File: src/include/iwwd_pkg.sv
package iwwd_pkg;

   // ---------------------------------------------------------------
   // bus and field widths, synchroniser depth
   // ---------------------------------------------------------------
   localparam int ADDR_W = 8;
   localparam int DATA_W = 32;
   localparam int KEY_W = 16;
   localparam int CNT_W = 12;
   localparam int PRS_W = 3;
   localparam int CR_W = 6;
   localparam int PSC_W = 9;
   localparam int DIV_W = 10;
   localparam int SR_W = 6;
   localparam int SYNC_N = 3;

   // ---------------------------------------------------------------
   // register byte offsets
   // ---------------------------------------------------------------
   localparam logic [ADDR_W-1:0] OFF_KEY = 8'h00;
   localparam logic [ADDR_W-1:0] OFF_CTRL = 8'h04;
   localparam logic [ADDR_W-1:0] OFF_RELOAD = 8'h08;
   localparam logic [ADDR_W-1:0] OFF_STATUS = 8'h0c;
   localparam logic [ADDR_W-1:0] OFF_WINDOW = 8'h10;
   localparam logic [ADDR_W-1:0] OFF_COUNT = 8'h24;

   // ---------------------------------------------------------------
   // key command codes
   // ---------------------------------------------------------------
   localparam logic [KEY_W-1:0] KEY_START = 16'hcccc;
   localparam logic [KEY_W-1:0] KEY_REFRESH = 16'haaaa;
   localparam logic [KEY_W-1:0] KEY_UNLOCK = 16'h5555;
   localparam logic [KEY_W-1:0] KEY_STOP1 = 16'h5a5a;
   localparam logic [KEY_W-1:0] KEY_STOP2 = 16'ha5a5;

   // ---------------------------------------------------------------
   // control field positions and status bit positions
   // ---------------------------------------------------------------
   localparam int CR_PAUSE = 5;
   localparam int CR_IE = 4;
   localparam int CR_ACTION = 3;
   localparam int SR_RELOAD = 5;
   localparam int SR_RUN = 4;
   localparam int SR_OVF = 3;
   localparam int SR_WINB = 2;
   localparam int SR_ARRB = 1;
   localparam int SR_CRB = 0;

   // ---------------------------------------------------------------
   // reset values and prescaler base
   // ---------------------------------------------------------------
   localparam logic [CNT_W-1:0] CNT_FULL = 12'hfff;
   localparam logic [CNT_W-1:0] RELOAD_RST = 12'hfff;
   localparam logic [CNT_W-1:0] WINDOW_RST = 12'hfff;
   localparam logic [CR_W-1:0] CTRL_RST = 6'h00;
   localparam logic [DIV_W-1:0] DIV_BASE = 10'h004;

endpackage

File: src/design/iwwd_top.sv
`timescale 1ns/1ps
`default_nettype none

module iwwd_top (
   input wire logic MCLK_I,
   input wire logic RSTN_I,
   input wire logic PSEL_I,
   input wire logic PENABLE_I,
   input wire logic PWRITE_I,
   input wire logic [iwwd_pkg::ADDR_W-1:0] PADDR_I,
   input wire logic [iwwd_pkg::DATA_W-1:0] PWDATA_I,
   output logic [iwwd_pkg::DATA_W-1:0] PRDATA_O,
   output logic PREADY_O,
   output logic PSLVERR_O,
   input wire logic OSC_I,
   input wire logic DEEP_SLEEP_I,
   output logic SYS_RESET_REQ_O,
   output logic OVF_IRQ_O
);
   import iwwd_pkg::*;

   // ---------------------------------------------------------------
   // declarations
   // ---------------------------------------------------------------
   logic [SYNC_N-1:0] osc_sync_q;
   logic [SYNC_N-1:0] slp_sync_q;
   logic osc_lvl_q, slp_lvl_q;
   logic osc_tick;
   logic lock_q, stop_arm_q;
   logic start_p_q, refr_p_q, stop_p_q, wrel_p_q;
   logic cr_busy_q, arr_busy_q, win_busy_q;
   logic [CR_W-1:0] cr_sh_q, cr_act_q, cr_nx;
   logic [CNT_W-1:0] arr_sh_q, arr_act_q, arr_nx;
   logic [CNT_W-1:0] win_sh_q, win_act_q, win_nx;
   logic [CNT_W-1:0] cnt_q, cnt_d;
   logic [PSC_W-1:0] psc_q, psc_d;
   logic run_q, ovf_q;
   logic rst_req_q, irq_q;
   logic [DATA_W-1:0] prdata_q;
   logic wr_en, rd_setup, cfg_ok, key_wr;
   logic sel_key, sel_cr, sel_arr, sel_sr, sel_win, sel_cnt, mapped;
   logic [KEY_W-1:0] key;
   logic cr_wr, arr_wr, win_wr, win_chg;
   logic [DIV_W-1:0] div_last;
   logic paused, psc_end, cnt_tick, any_reload, ovf_evt;
   logic win_mode, early;
   logic [SR_W-1:0] status;
   logic [DATA_W-1:0] rd_mux;

   // ---------------------------------------------------------------
   // input synchronisers
   // ---------------------------------------------------------------
   // three stages; a level is believed once stages two and three agree
   always_ff @(posedge MCLK_I or negedge RSTN_I) begin
      if (!RSTN_I) begin
         osc_sync_q <= '0;
         slp_sync_q <= '0;
      end else begin
         osc_sync_q <= {osc_sync_q[SYNC_N-2:0], OSC_I};
         slp_sync_q <= {slp_sync_q[SYNC_N-2:0], DEEP_SLEEP_I};
      end
   end

   // filtered levels of oscillator and deep sleep
   always_ff @(posedge MCLK_I or negedge RSTN_I) begin
      if (!RSTN_I) begin
         osc_lvl_q <= 1'b0;
         slp_lvl_q <= 1'b0;
      end else begin
         if (osc_sync_q[1] == osc_sync_q[2]) osc_lvl_q <= osc_sync_q[2];
         if (slp_sync_q[1] == slp_sync_q[2]) slp_lvl_q <= slp_sync_q[2];
      end
   end

   // one tick per filtered rising oscillator edge
   assign osc_tick = (osc_sync_q[1] == osc_sync_q[2]) & osc_sync_q[2] &
                     ~osc_lvl_q;

   // ---------------------------------------------------------------
   // apb decode
   // ---------------------------------------------------------------
   // zero wait state slave; read data captured in the setup cycle
   assign wr_en = PSEL_I & PENABLE_I & PWRITE_I;
   assign rd_setup = PSEL_I & ~PENABLE_I & ~PWRITE_I;
   assign sel_key = (PADDR_I == OFF_KEY);
   assign sel_cr = (PADDR_I == OFF_CTRL);
   assign sel_arr = (PADDR_I == OFF_RELOAD);
   assign sel_sr = (PADDR_I == OFF_STATUS);
   assign sel_win = (PADDR_I == OFF_WINDOW);
   assign sel_cnt = (PADDR_I == OFF_COUNT);
   assign mapped = sel_key | sel_cr | sel_arr | sel_sr | sel_win | sel_cnt;
   assign PREADY_O = 1'b1;
   assign PSLVERR_O = PSEL_I & PENABLE_I & ~mapped;
   assign key = PWDATA_I[KEY_W-1:0];
   assign key_wr = wr_en & sel_key;

   // config writes need unlock, a running watchdog and an idle busy flag
   assign cfg_ok = ~lock_q & run_q;
   assign cr_wr = wr_en & sel_cr & cfg_ok & ~cr_busy_q;
   assign arr_wr = wr_en & sel_arr & cfg_ok & ~arr_busy_q;
   assign win_wr = wr_en & sel_win & cfg_ok & ~win_busy_q;
   assign win_chg = win_wr & (PWDATA_I[CNT_W-1:0] != win_sh_q);

   // ---------------------------------------------------------------
   // key command handling
   // ---------------------------------------------------------------
   // any key but unlock relocks, which covers start, refresh and stop
   always_ff @(posedge MCLK_I or negedge RSTN_I) begin
      if (!RSTN_I) begin
         lock_q <= 1'b1;
         stop_arm_q <= 1'b0;
      end else if (key_wr) begin
         lock_q <= (key != KEY_UNLOCK);
         stop_arm_q <= (key == KEY_STOP1);
      end
   end

   // pending commands wait for the next oscillator edge; set beats clear
   always_ff @(posedge MCLK_I or negedge RSTN_I) begin
      if (!RSTN_I) begin
         start_p_q <= 1'b0;
         refr_p_q <= 1'b0;
         stop_p_q <= 1'b0;
         wrel_p_q <= 1'b0;
      end else begin
         start_p_q <= (key_wr & (key == KEY_START)) |
                      (start_p_q & ~osc_tick);
         refr_p_q <= (key_wr & (key == KEY_REFRESH)) |
                     (refr_p_q & ~osc_tick);
         stop_p_q <= (key_wr & stop_arm_q & (key == KEY_STOP2)) |
                     (stop_p_q & ~osc_tick);
         wrel_p_q <= win_chg | (wrel_p_q & ~osc_tick);
      end
   end

   // ---------------------------------------------------------------
   // configuration shadows and busy flags
   // ---------------------------------------------------------------
   // shadows take bus writes; active copies follow on oscillator edge
   always_ff @(posedge MCLK_I or negedge RSTN_I) begin
      if (!RSTN_I) begin
         cr_sh_q <= CTRL_RST;
         arr_sh_q <= RELOAD_RST;
         win_sh_q <= WINDOW_RST;
      end else begin
         if (cr_wr) cr_sh_q <= PWDATA_I[CR_W-1:0];
         if (arr_wr) arr_sh_q <= PWDATA_I[CNT_W-1:0];
         if (win_wr) win_sh_q <= PWDATA_I[CNT_W-1:0];
      end
   end

   // busy holds from the write until the oscillator edge that applies it
   always_ff @(posedge MCLK_I or negedge RSTN_I) begin
      if (!RSTN_I) begin
         cr_busy_q <= 1'b0;
         arr_busy_q <= 1'b0;
         win_busy_q <= 1'b0;
      end else begin
         cr_busy_q <= cr_wr | (cr_busy_q & ~osc_tick);
         arr_busy_q <= arr_wr | (arr_busy_q & ~osc_tick);
         win_busy_q <= win_wr | (win_busy_q & ~osc_tick);
      end
   end

   // values in force after this oscillator edge
   assign cr_nx = cr_busy_q ? cr_sh_q : cr_act_q;
   assign arr_nx = arr_busy_q ? arr_sh_q : arr_act_q;
   assign win_nx = win_busy_q ? win_sh_q : win_act_q;

   // active copies seen by the counter
   always_ff @(posedge MCLK_I or negedge RSTN_I) begin
      if (!RSTN_I) begin
         cr_act_q <= CTRL_RST;
         arr_act_q <= RELOAD_RST;
         win_act_q <= WINDOW_RST;
      end else if (osc_tick) begin
         cr_act_q <= cr_nx;
         arr_act_q <= arr_nx;
         win_act_q <= win_nx;
      end
   end

   // ---------------------------------------------------------------
   // prescaler and counter
   // ---------------------------------------------------------------
   // divide ratio is four shifted left by the prescale code
   assign div_last = (DIV_BASE << cr_act_q[PRS_W-1:0]) - DIV_BASE /
                     DIV_BASE;
   assign paused = cr_act_q[CR_PAUSE] & slp_lvl_q;
   assign psc_end = ({1'b0, psc_q} == div_last);
   assign cnt_tick = osc_tick & run_q & ~paused & psc_end;
   assign any_reload = start_p_q | refr_p_q | wrel_p_q;
   assign ovf_evt = cnt_tick & (cnt_q == '0) & ~any_reload &
                    ~stop_p_q;
   assign win_mode = (win_act_q < arr_act_q);
   assign early = osc_tick & refr_p_q & run_q & win_mode &
                  (cnt_q > win_act_q);

   // next prescaler phase
   always_comb begin
      psc_d = psc_q;
      if (osc_tick & start_p_q) psc_d = '0;
      else if (osc_tick & run_q & ~paused) psc_d = psc_end ? '0 :
                                                   psc_q + 1'b1;
   end

   // next count: start, then reloads, then decrement, reloading from arr_act_q at zero
   always_comb begin
      cnt_d = cnt_q;
      if (osc_tick & start_p_q) cnt_d = CNT_FULL;
      else if (osc_tick & (refr_p_q | wrel_p_q)) cnt_d = arr_nx;
      else if (cnt_tick) cnt_d = (cnt_q == '0) ? arr_act_q :
                                  cnt_q - 1'b1;
   end

   // counter, prescaler, run and overflow state
   always_ff @(posedge MCLK_I or negedge RSTN_I) begin
      if (!RSTN_I) begin
         psc_q <= '0;
         cnt_q <= CNT_FULL;
         run_q <= 1'b0;
         ovf_q <= 1'b0;
      end else begin
         psc_q <= psc_d;
         cnt_q <= cnt_d;
         if (osc_tick & start_p_q) run_q <= 1'b1;
         else if (osc_tick & stop_p_q) run_q <= 1'b0;
         ovf_q <= ovf_evt | (ovf_q & ~(osc_tick & start_p_q));
      end
   end

   // ---------------------------------------------------------------
   // overflow actions
   // ---------------------------------------------------------------
   // one cycle pulses toward reset and interrupt controllers
   always_ff @(posedge MCLK_I or negedge RSTN_I) begin
      if (!RSTN_I) begin
         rst_req_q <= 1'b0;
         irq_q <= 1'b0;
      end else begin
         rst_req_q <= (ovf_evt & ~cr_act_q[CR_ACTION]) | early;
         irq_q <= ovf_evt & cr_act_q[CR_ACTION] & cr_act_q[CR_IE];
      end
   end
   assign SYS_RESET_REQ_O = rst_req_q;
   assign OVF_IRQ_O = irq_q;

   // ---------------------------------------------------------------
   // read path
   // ---------------------------------------------------------------
   // status word and read multiplexer
   assign status = {refr_p_q | wrel_p_q, run_q, ovf_q,
                    win_busy_q, arr_busy_q, cr_busy_q};
   assign rd_mux = sel_cr ? {{(DATA_W-CR_W){1'b0}}, cr_sh_q} :
                   sel_arr ? {{(DATA_W-CNT_W){1'b0}}, arr_sh_q} :
                   sel_sr ? {{(DATA_W-SR_W){1'b0}}, status} :
                   sel_win ? {{(DATA_W-CNT_W){1'b0}}, win_sh_q} :
                   sel_cnt ? {{(DATA_W-CNT_W){1'b0}}, cnt_q} :
                   '0;

   // read data register
   always_ff @(posedge MCLK_I or negedge RSTN_I) begin
      if (!RSTN_I) prdata_q <= '0;
      else if (rd_setup) prdata_q <= rd_mux;
   end
   assign PRDATA_O = prdata_q;
endmodule // iwwd_top

`default_nettype wire

File: config.mk
export PLATFORM = sky130hd
export DESIGN_NAME = iwwd_top
export DESIGN_NICKNAME = d
export VERILOG_FILES = /design/src/include/iwwd_pkg.sv /design/src/design/iwwd_top.sv
export SDC_FILE = /design/constraint.sdc
export NUM_CORES = 1
export LEC_CHECK = 0
export BUFFER_PORTS_ARGS = -buffer_cell sky130_fd_sc_hd__buf_2
export CAP_MARGIN = 40
export CORE_UTILIZATION = 30
export CTS_CLUSTER_SIZE = 12
export DETAILED_ROUTE_END_ITERATION = 8
export GPL_TIMING_DRIVEN = 1
export HOLD_SLACK_MARGIN = 0.03
export PLACE_DENSITY = 0.58
export SYNTH_ARGS = -nofsm -noshare
export SYNTH_HDL_FRONTEND = slang
export SYNTH_SLANG_ARGS = --single-unit
File: constraint.sdc
create_clock -name MCLK_I -period 2.6 [get_ports MCLK_I]
set_input_delay 0.39 -clock MCLK_I [delete_from_list [all_inputs] [get_ports MCLK_I]]
set_output_delay 0.39 -clock MCLK_I [all_outputs]
set_load 0.02 [all_outputs]
* Yosys cells after proc, flatten, opt, wreduce, memory -nomap -nowiden
Cells that the tools add are included.
** Word-level totals
- Register bits :: 134
- Input bits :: 47
- Word-level logic and storage cells :: 147
** Operators by class
- $add $sub $neg :: 3
- Order comparisons :: 2
- Equal/unequal tests :: 14
- Shifts and indexed selects :: 1
- Muxes and demuxes :: 15
- Bitwise logic cells :: 79
- Reductions and logical operators :: 7
** Operator list (count)
- $mux W12 :: 10
- $and A1 B1 Y1 :: 48
- $eq A16 B16 Y1 const B :: 3
- $mux W9 :: 3
- $or A1 B1 Y1 :: 17
- $eq A16 B15 Y1 const B :: 1
- $eq A8 B4 Y1 const B :: 2
- $ne A16 B15 Y1 const B :: 1
- $not A1 Y1 :: 14
- $gt A12 B12 Y1 :: 1
- $logic_not A12 Y1 :: 1
- $lt A12 B12 Y1 :: 1
- $ne A12 B12 Y1 :: 1
- $sub A12 B1 Y12 const B :: 1
- $eq A9 B10 Y1 :: 1
- $shl A3 B3 Y10 const A :: 1
- $sub A10 B1 Y10 const B :: 1
- $add A9 B1 Y9 const B :: 1
- $eq A8 B3 Y1 const B :: 1
- $eq A8 B5 Y1 const B :: 1
- $eq A8 B6 Y1 const B :: 1
- $logic_not A8 Y1 :: 1
- $reduce_and A2 Y1 :: 2
- $reduce_bool A2 Y1 :: 2
- other kinds (3) :: 5

* Longest topological paths before layout
Gate-level depths: netlist of the first run.
- Word-level depth :: 11
- Depth in mapped cells :: 9
- Gate-level depth less buffers :: 8

* Worst setup path before layout of the first run
No wires, ideal clock.
- Path kind :: input -> register
- Start :: in PADDR_I[7] in the netlist's numbering
- End :: reg cr_sh_q[0]
- Setup time :: 0.125 ns
- Data arrival time :: 2.313 ns
- Required time :: 2.475 ns
- Slack :: 0.162 ns
- Stages on the path :: 6
- Path through :: or4_4 -> or3_1 -> buf_6 -> or4_4 -> buf_6 -> mux2_4
** On the way
- Longest elaborated chain between the ends :: 4
** RTL lines
- start: declaration :: line iwwd_top.sv:10 : input wire logic [iwwd_pkg::ADDR_W-1:0] PADDR_I,
- $eq A8 B3 Y1 :: line iwwd_top.sv:86 : assign sel_cr = (PADDR_I == OFF_CTRL);
- $and A1 B1 Y1 (3 in series) :: line iwwd_top.sv:99 : assign cr_wr = wr_en & sel_cr & cfg_ok & ~cr_busy_q;
- end signal: assignment :: line iwwd_top.sv:146 : if (cr_wr) cr_sh_q <= PWDATA_I[CR_W-1:0];
- end: declaration :: line iwwd_top.sv:32 : logic [CR_W-1:0] cr_sh_q, cr_act_q, cr_nx;
No other way between the ends.
A chain may end at the register's enable or synchronous reset.

* Final worst setup path of the first run
- Start :: reg cr_act_q[1]
- End :: reg cnt_q[6]
** On the way
- Longest elaborated chain between the ends :: 5
** RTL lines
- start: declaration :: line iwwd_top.sv:32
- start signal: assignment :: line iwwd_top.sv:177 : cr_act_q <= cr_nx;
- $shl A3 B3 Y10 :: line iwwd_top.sv:187 : assign div_last = (DIV_BASE << cr_act_q[PRS_W-1:0]) - DIV_BASE /
- $sub A10 B1 Y10 :: line iwwd_top.sv:187
- $eq A9 B10 Y1 :: line iwwd_top.sv:190 : assign psc_end = ({1'b0, psc_q} == div_last);
- $and A1 B1 Y1 :: line iwwd_top.sv:191 : assign cnt_tick = osc_tick & run_q & ~paused & psc_end;
- $reduce_bool A3 Y1 (no source line)
- end signal: assignment :: line iwwd_top.sv:225 : cnt_q <= cnt_d;
- end: declaration :: line iwwd_top.sv:35 : logic [CNT_W-1:0] cnt_q, cnt_d;
No other way between the ends.

==> out/metrics.yaml, run 1 <==
route:
  num_vias: 5027
  routedWlPerCell_um: 17.89
  firstDrtPassIters: 5
  ant_nets: 0
  drc: 0
  routed_wl_um: 17520
  vias_per_cell: 5.135
  first_iter_violations: 360
logic_synthesis:
  synth_top_area_cell: "dfstp_2"
  synth_edf_count: 0
  ys_warn_count: 0
  synth_cell_types: 69
  postSynthAreaPerCell_sq_um: 10.47
  ys_seq_area_share_pct: 44.68
  synth-seq-cells: 114
  async_flop_share_pct: 100.0
  yosysTopAreaCellShare_pct: 24.45
  synthCells: 626
  synth_area_sq_um: 6555
  synthTopCellsByArea: "dfstp_2 24%, dfrtp_1 20%, mux2_2 11%"
  synth_top_flop_cell: "dfstp_2"
sta:
  maxSlewHeadroom_pct: 57.92
  hold_violations: 0
  finClkSkew_ps: 7.177
  rsz0062_at_grt: "false"
  clock.fmax_mhz: 426.8
  fin_crit_ps: 2343
  tightest_slew_ps: 631.2
  setup_violations: 0
  setup_tns_ps: 0
  fin_ws_ps: 256.8
  slew_viol_final: 0
  timing.final.crit_share_pct: 90.12
min_path:
  hold_path.class: "primary input to flip-flop"
  hold_depth: 1
  hold_start: "DEEP_SLEEP_I"
  hold_path_end: "slp_sync_q[0]"
cells_and_area:
  fin_util_pct: 36.62
  stdcell_count: 979
  drive_gt1_share_pct: 34.38
  syn_to_final_growth_pct: 18.53
  num_antenna_cells: 0
  fillerInstances: 2106
  finalNetCount: 765
grt:
  grt_max_degree: 64
  grt_pass1_wl_um: 27810
  grt_pass1_vias: 4929
  overflow: 0
  track_usage_pct: 16.80
  antenna_found_initial: 0
clock_network:
  cts_buffers: 17
  cts_buffer_depth: 2
  cts.sinks: 114
  clk_latency_ps: 430
  cts.clk_slew.worst_paths_ps: 60
  root_buffer: "clkbuf_16"
  post_cts_resized: 0
  cts_tree: "yes"
  htreeDepth: 4
critical_path:
  ff2ff_path_depth: 6
  cp_slowest_cell: "or4_1"
  critPathMaxFanout: 12
  critPathCaptureType: "flip-flop"
  r2r_slack_ps: 260
  rr_endpoint: "cnt_q[6]"
  crit_path_cell_trace: "or2_2 > or4_1 > a2111oi_4 > buf_4 > nor2_1 > a221oi_1"
  crit_required_ps: 2920
  critPathKind: "flip-flop to flip-flop"
  cp-start-kind: "flip-flop"
  cp.arrival_ps: 2660
  rr_startpoint: "cr_act_q[1]"
  cp_slowest_stage_delay_ps: 500
pwr:
  ir_worst_vdd_v: 0.0004440
  p_clk_share_pct: 44.6
  leakage_nw: 3.307
  seq_power_share_pct: 39.6
  switchingPower_mw: 1.547
  p_comb_share_pct: 15.9
  power_density_nw_per_um2: 691.3
  sw_frac_of_total_pct: 28.80
  power_mw: 5.372
  p_int_mw: 3.824
die:
  io_pins: 83
  core_area_sq_um: 21220
  die_y_um: 149.8
  die_w_um: 149.8
  dieArea_sq_um: 22440
  rows: 53
  initial_utilization_pct: 30.89
status:
  status: "finished clean"
place:
  placedCellCount: 945
  port_buffers: 45
  hpwl_um: 13330
  pre_cts_slack_ps: 146.2
  gp_congestion: 0.8712
job:
  drv_cap: 0
==> metal layers <==
layer  vias up  track usage [%]  part of all wire (%)  routed length, um
li1       2399                -                     -                  -
met1      2468            22.76                    46               8119
met2       129            25.67                    46               8036
met3        31            3.567                   5.0                871
met4         0            7.374                   2.8                488
met5         -                0                     0                  0
==> cell families after synthesis <==
kind of cell               after synthesis  synth area share [%]
other                                    2                0.1146
DFF                                    114                 44.68
xor gates and xnor gates                18                 2.405
muxes                                   72                 12.64
AOI/OAI and AO/OA                      130                 14.34
and+or+nand+nor                        188                 14.81
buffers and inverters                   74                 5.707
adders and majority gates               28                 5.306
==> power by group through the flow <==
| stage | Clock (mW) | Sequential, mW | Combinational [mW] |
|---|---|---|---|
| 2_1_floorplan | 0 | 2.08 | 0.596 |
| 3_3_place_gp | 0 | 2.15 | 0.836 |
| 3_5_place_dp | 0 | 2.15 | 0.850 |
| 4_1_cts | 2.42 | 2.12 | 0.855 |
| 5_1_grt | 2.50 | 2.15 | 0.972 |
| 6_report | 2.39 | 2.13 | 0.852 |
==> registers in the layout, indices dropped and copies added (netlist names), 3 cells and up <==
signal / cells
win_act_q: 12
psc_q: 9
cnt_q: 12
cr_sh_q: 6
PRDATA_O: 12
osc_sync_q: 3
cr_act_q: 6
arr_sh_q: 12
arr_act_q: 12
win_sh_q: 12
slp_sync_q: 3
==> synthesized netlist by cell type (4+ instances only) <==
cell and n:
nor3_1 15, buf_4 21, a31oi_1 5, nor4_1 5
dfrtp_1 53, a221oi_1 9, nor2b_1 5, o21a_1 4
or3_1 4, mux2_4 6, a21oi_1 17, a211oi_1 8
nand2b_1 6, nand2_1 53, and2_1 4, a22oi_1 9
clkbuf_1 20, nor4bb_1 7, mux2i_1 4, o21ai_0 25
nand3_1 15, inv_1 27, dfstp_2 61, ha_1 27
xnor2_1 15, nand4_1 17, and3_1 4, a21o_1 12
mux2_2 62, nor2_1 38
==> stage by stage <==
stage,cell area [sq um],hold slack [ps]
6_report,7770,70.67
5_1_grt,7770,61.49
4_1_cts,7762,62.04
3_5_place_dp,7147,323.3
3_3_place_gp,7147,322.9
2_1_floorplan,6626,94.41
==> critical path: cells and delay by family, from the launching register on <==
kind	cells	cell delay, ps
buf+inv	1	200
flops	1	490
simple gates	3	910
compound gates	2	630
==> how the worst max path moves through the flow <==
stage	slack, ps	from	end
6_report	260	cr_act_q[1]	cnt_q[6]
5_1_grt	60	cr_act_q[1]	cnt_q[6]
3_3_place_gp	160	PADDR_I[7]	cr_sh_q[3]
2_1_floorplan	160	PADDR_I[7]	cr_sh_q[0]
3_5_place_dp	150	PADDR_I[7]	cr_sh_q[1]
4_1_cts	180	cr_act_q[1]	cnt_q[6]
==> repair_timing <==
item                       4_1_cts  5_1_grt
hold buffers                     1        0
setup endpoints to repair        0        4
hold endpoints to repair        22        0
setup buffers                    0        1
==> final cells by class <==
class | count | area, sq um | area share [%]
multi-input combinational | 457 | 3329 | 42.85
clock buffer | 21 | 480.5 | 6.184
clock inverter | 11 | 125.1 | 1.610
tap | 275 | 344.1 | 4.428
inverter | 27 | 101.3 | 1.304
timing repair buffer | 74 | 460.4 | 5.926
sequential | 114 | 2929 | 37.70
==> cells in the final DEF, fill, tap and decap left out, types with 5 or more instances in the layout <==
cell and count:
a211oi_1 8, a21o_1 12, a21oi_1 17, a221oi_1 9, a22oi_1 9, a31oi_1 5, buf_2 44, buf_4 28
clkbuf_16 17, conb_1 21, dfrtp_1 53, dfstp_2 61, ha_1 27, inv_1 27, mux2_2 62, mux2_4 6
nand2_1 53, nand2b_1 6, nand3_1 15, nand4_1 17, nor2_1 38, nor2b_1 5, nor3_1 15, nor4_1 5
nor4bb_1 7, o21ai_0 25, xnor2_1 15
(Power assumes the default switching activity.)
==> run 2, diff against run 1 <==
--- a/config.mk
+++ b/config.mk
@@ -13,6 +13,7 @@
 export GPL_TIMING_DRIVEN = 1
 export HOLD_SLACK_MARGIN = 0.03
 export PLACE_DENSITY = 0.58
+export RECOVER_POWER = 25
 export SYNTH_ARGS = -nofsm -noshare
 export SYNTH_HDL_FRONTEND = slang
 export SYNTH_SLANG_ARGS = --single-unit
==> out/metrics.yaml, run 2 (same netlist as run 1, synthesis figures left out) <==
status:
  status: "finished clean"
route:
  first_iter_violations: 360
  firstDrtPassIters: 5
  drc: 0
  routed_wl_um: 17520
  num_vias: 5027
  ant_nets: 0
  routedWlPerCell_um: 17.89
  vias_per_cell: 5.135
die:
  die_y_um: 149.8
  core_area_sq_um: 21220
  initial_utilization_pct: 30.89
  rows: 53
  die_w_um: 149.8
  dieArea_sq_um: 22440
  io_pins: 83
job:
  drv_cap: 0
sta:
  maxSlewHeadroom_pct: 6.804
  whs_ps: 70.67
  rsz0062_at_grt: "false"
  hold_violations: 0
  slew_viol_final: 0
  finClkSkew_ps: 7.177
  setup_violations: 0
  setup_tns_ps: 0
  clock.fmax_mhz: 426.8
  timing.final.crit_share_pct: 90.12
  fin_crit_ps: 2343
  tightest_slew_ps: 1398
cells_and_area:
  fin_util_pct: 36.60
  drive_gt1_share_pct: 34.23
  num_antenna_cells: 0
  finalNetCount: 765
  syn_to_final_growth_pct: 18.48
  stdcell_count: 979
  final_common_cell: "mux2_2"
  layout_common_cells: "62 x mux2_2, 61 x dfstp_2, 53 x dfrtp_1, 53 x nand2_1, 44 x buf_2"
critical_path:
  r2r_slack_ps: 260
  cp-start-kind: "flip-flop"
  cp.arrival_ps: 2660
  critPathCaptureType: "flip-flop"
  critPathMaxFanout: 12
  critPathKind: "flip-flop to flip-flop"
  crit_required_ps: 2920
grt:
  grt_pass1_wl_um: 27810
  track_usage_pct: 16.80
  grt_pass1_vias: 4929
  overflow: 0
  antenna_found_initial: 0
  grt_max_degree: 64
place:
  hpwl_um: 13330
  gp_congestion: 0.8712
  placedCellCount: 945
  port_buffers: 45
clock_network:
  clk_latency_ps: 430
  htreeDepth: 4
  post_cts_resized: 0
  cts_buffers: 17
  cts_buffer_depth: 2
  cts.sinks: 114
  cts_tree: "yes"
  cts.clk_slew.worst_paths_ps: 60
  root_buffer: "clkbuf_16"
pwr:
  power_density_nw_per_um2: 691.6
  leakage_nw: 3.303
  ir_worst_vdd_v: 0.0004440
min_path:
  hold_path.class: "primary input to flip-flop"
==> run 2: changes by cell type in the layout (fill, tap and decap cells not counted), sizes merged <==
cell and delta:
buf -1, clkbuf +1
==> run 2: worst paths after layout <==
check / from / endpoint / cells after the start
min reg2reg: osc_sync_q[0] / osc_sync_q[1] / 0
min: DEEP_SLEEP_I / slp_sync_q[0] / 1
max in group asynchronous: RSTN_I / cnt_q[6] / 3
min in group asynchronous: RSTN_I / OVF_IRQ_O / 2
max: cr_act_q[1] / cnt_q[6] / 6
max reg2reg: cr_act_q[1] / cnt_q[6] / 6
==> run 2: critical path, stage by stage, from the launching register on <==
cell	delay, ps
dfrtp_1	490
or2_2	340
or4_1	500
a2111oi_4	330
buf_4	200
nor2_1	70
a221oi_1	300
==> run 2: metrics by stage <==
stage	setup slack [ps]	power (mW)	cell area, sq um
2_1_floorplan	161.6	2.678	6626
3_3_place_gp	158.8	2.984	7147
3_5_place_dp	146.2	3.002	7147
4_1_cts	179.0	5.398	7762
5_1_grt	59.03	5.617	7766
6_report	256.8	5.371	7766
==> run 2: area by class of cell <==
| cell class | count | area (sq um) |
|---|---|---|
| clock buffer | 21 | 480.5 |
| clock inverter | 11 | 125.1 |
| fill | 2107 | 13450 |
| inverter | 27 | 101.3 |
| multi-input combinational | 457 | 3329 |
| sequential | 114 | 2929 |
| tap | 275 | 344.1 |
| timing repair buffer | 74 | 456.7 |
==> run 2: power by group <==
part / leakage [nW] / switching, mW / internal, mW
Sequential: 1.34 / 0.179 / 1.95
Combinational: 1.67 / 0.488 / 0.363
Clock: 0.289 / 0.881 / 1.51
==> run 2: repair_timing <==
| action | in CTS | in global routing |
|---|---|---|
| endpoints found under the hold margin | 22 | 0 |
| hold buffers | 1 | 0 |
| setup endpoints to repair | 0 | 4 |
| setup buffers | 0 | 1 |
==> run 2: routing by layer <==
layer / vias up / routed length (um) / global-route usage, %
met1: 2468 / 8119 / 22.76
li1: 2399 / - / -
met5: - / 0 / 0
met3: 31 / 871 / 3.567
met4: 0 / 488 / 7.374
met2: 129 / 8036 / 25.67
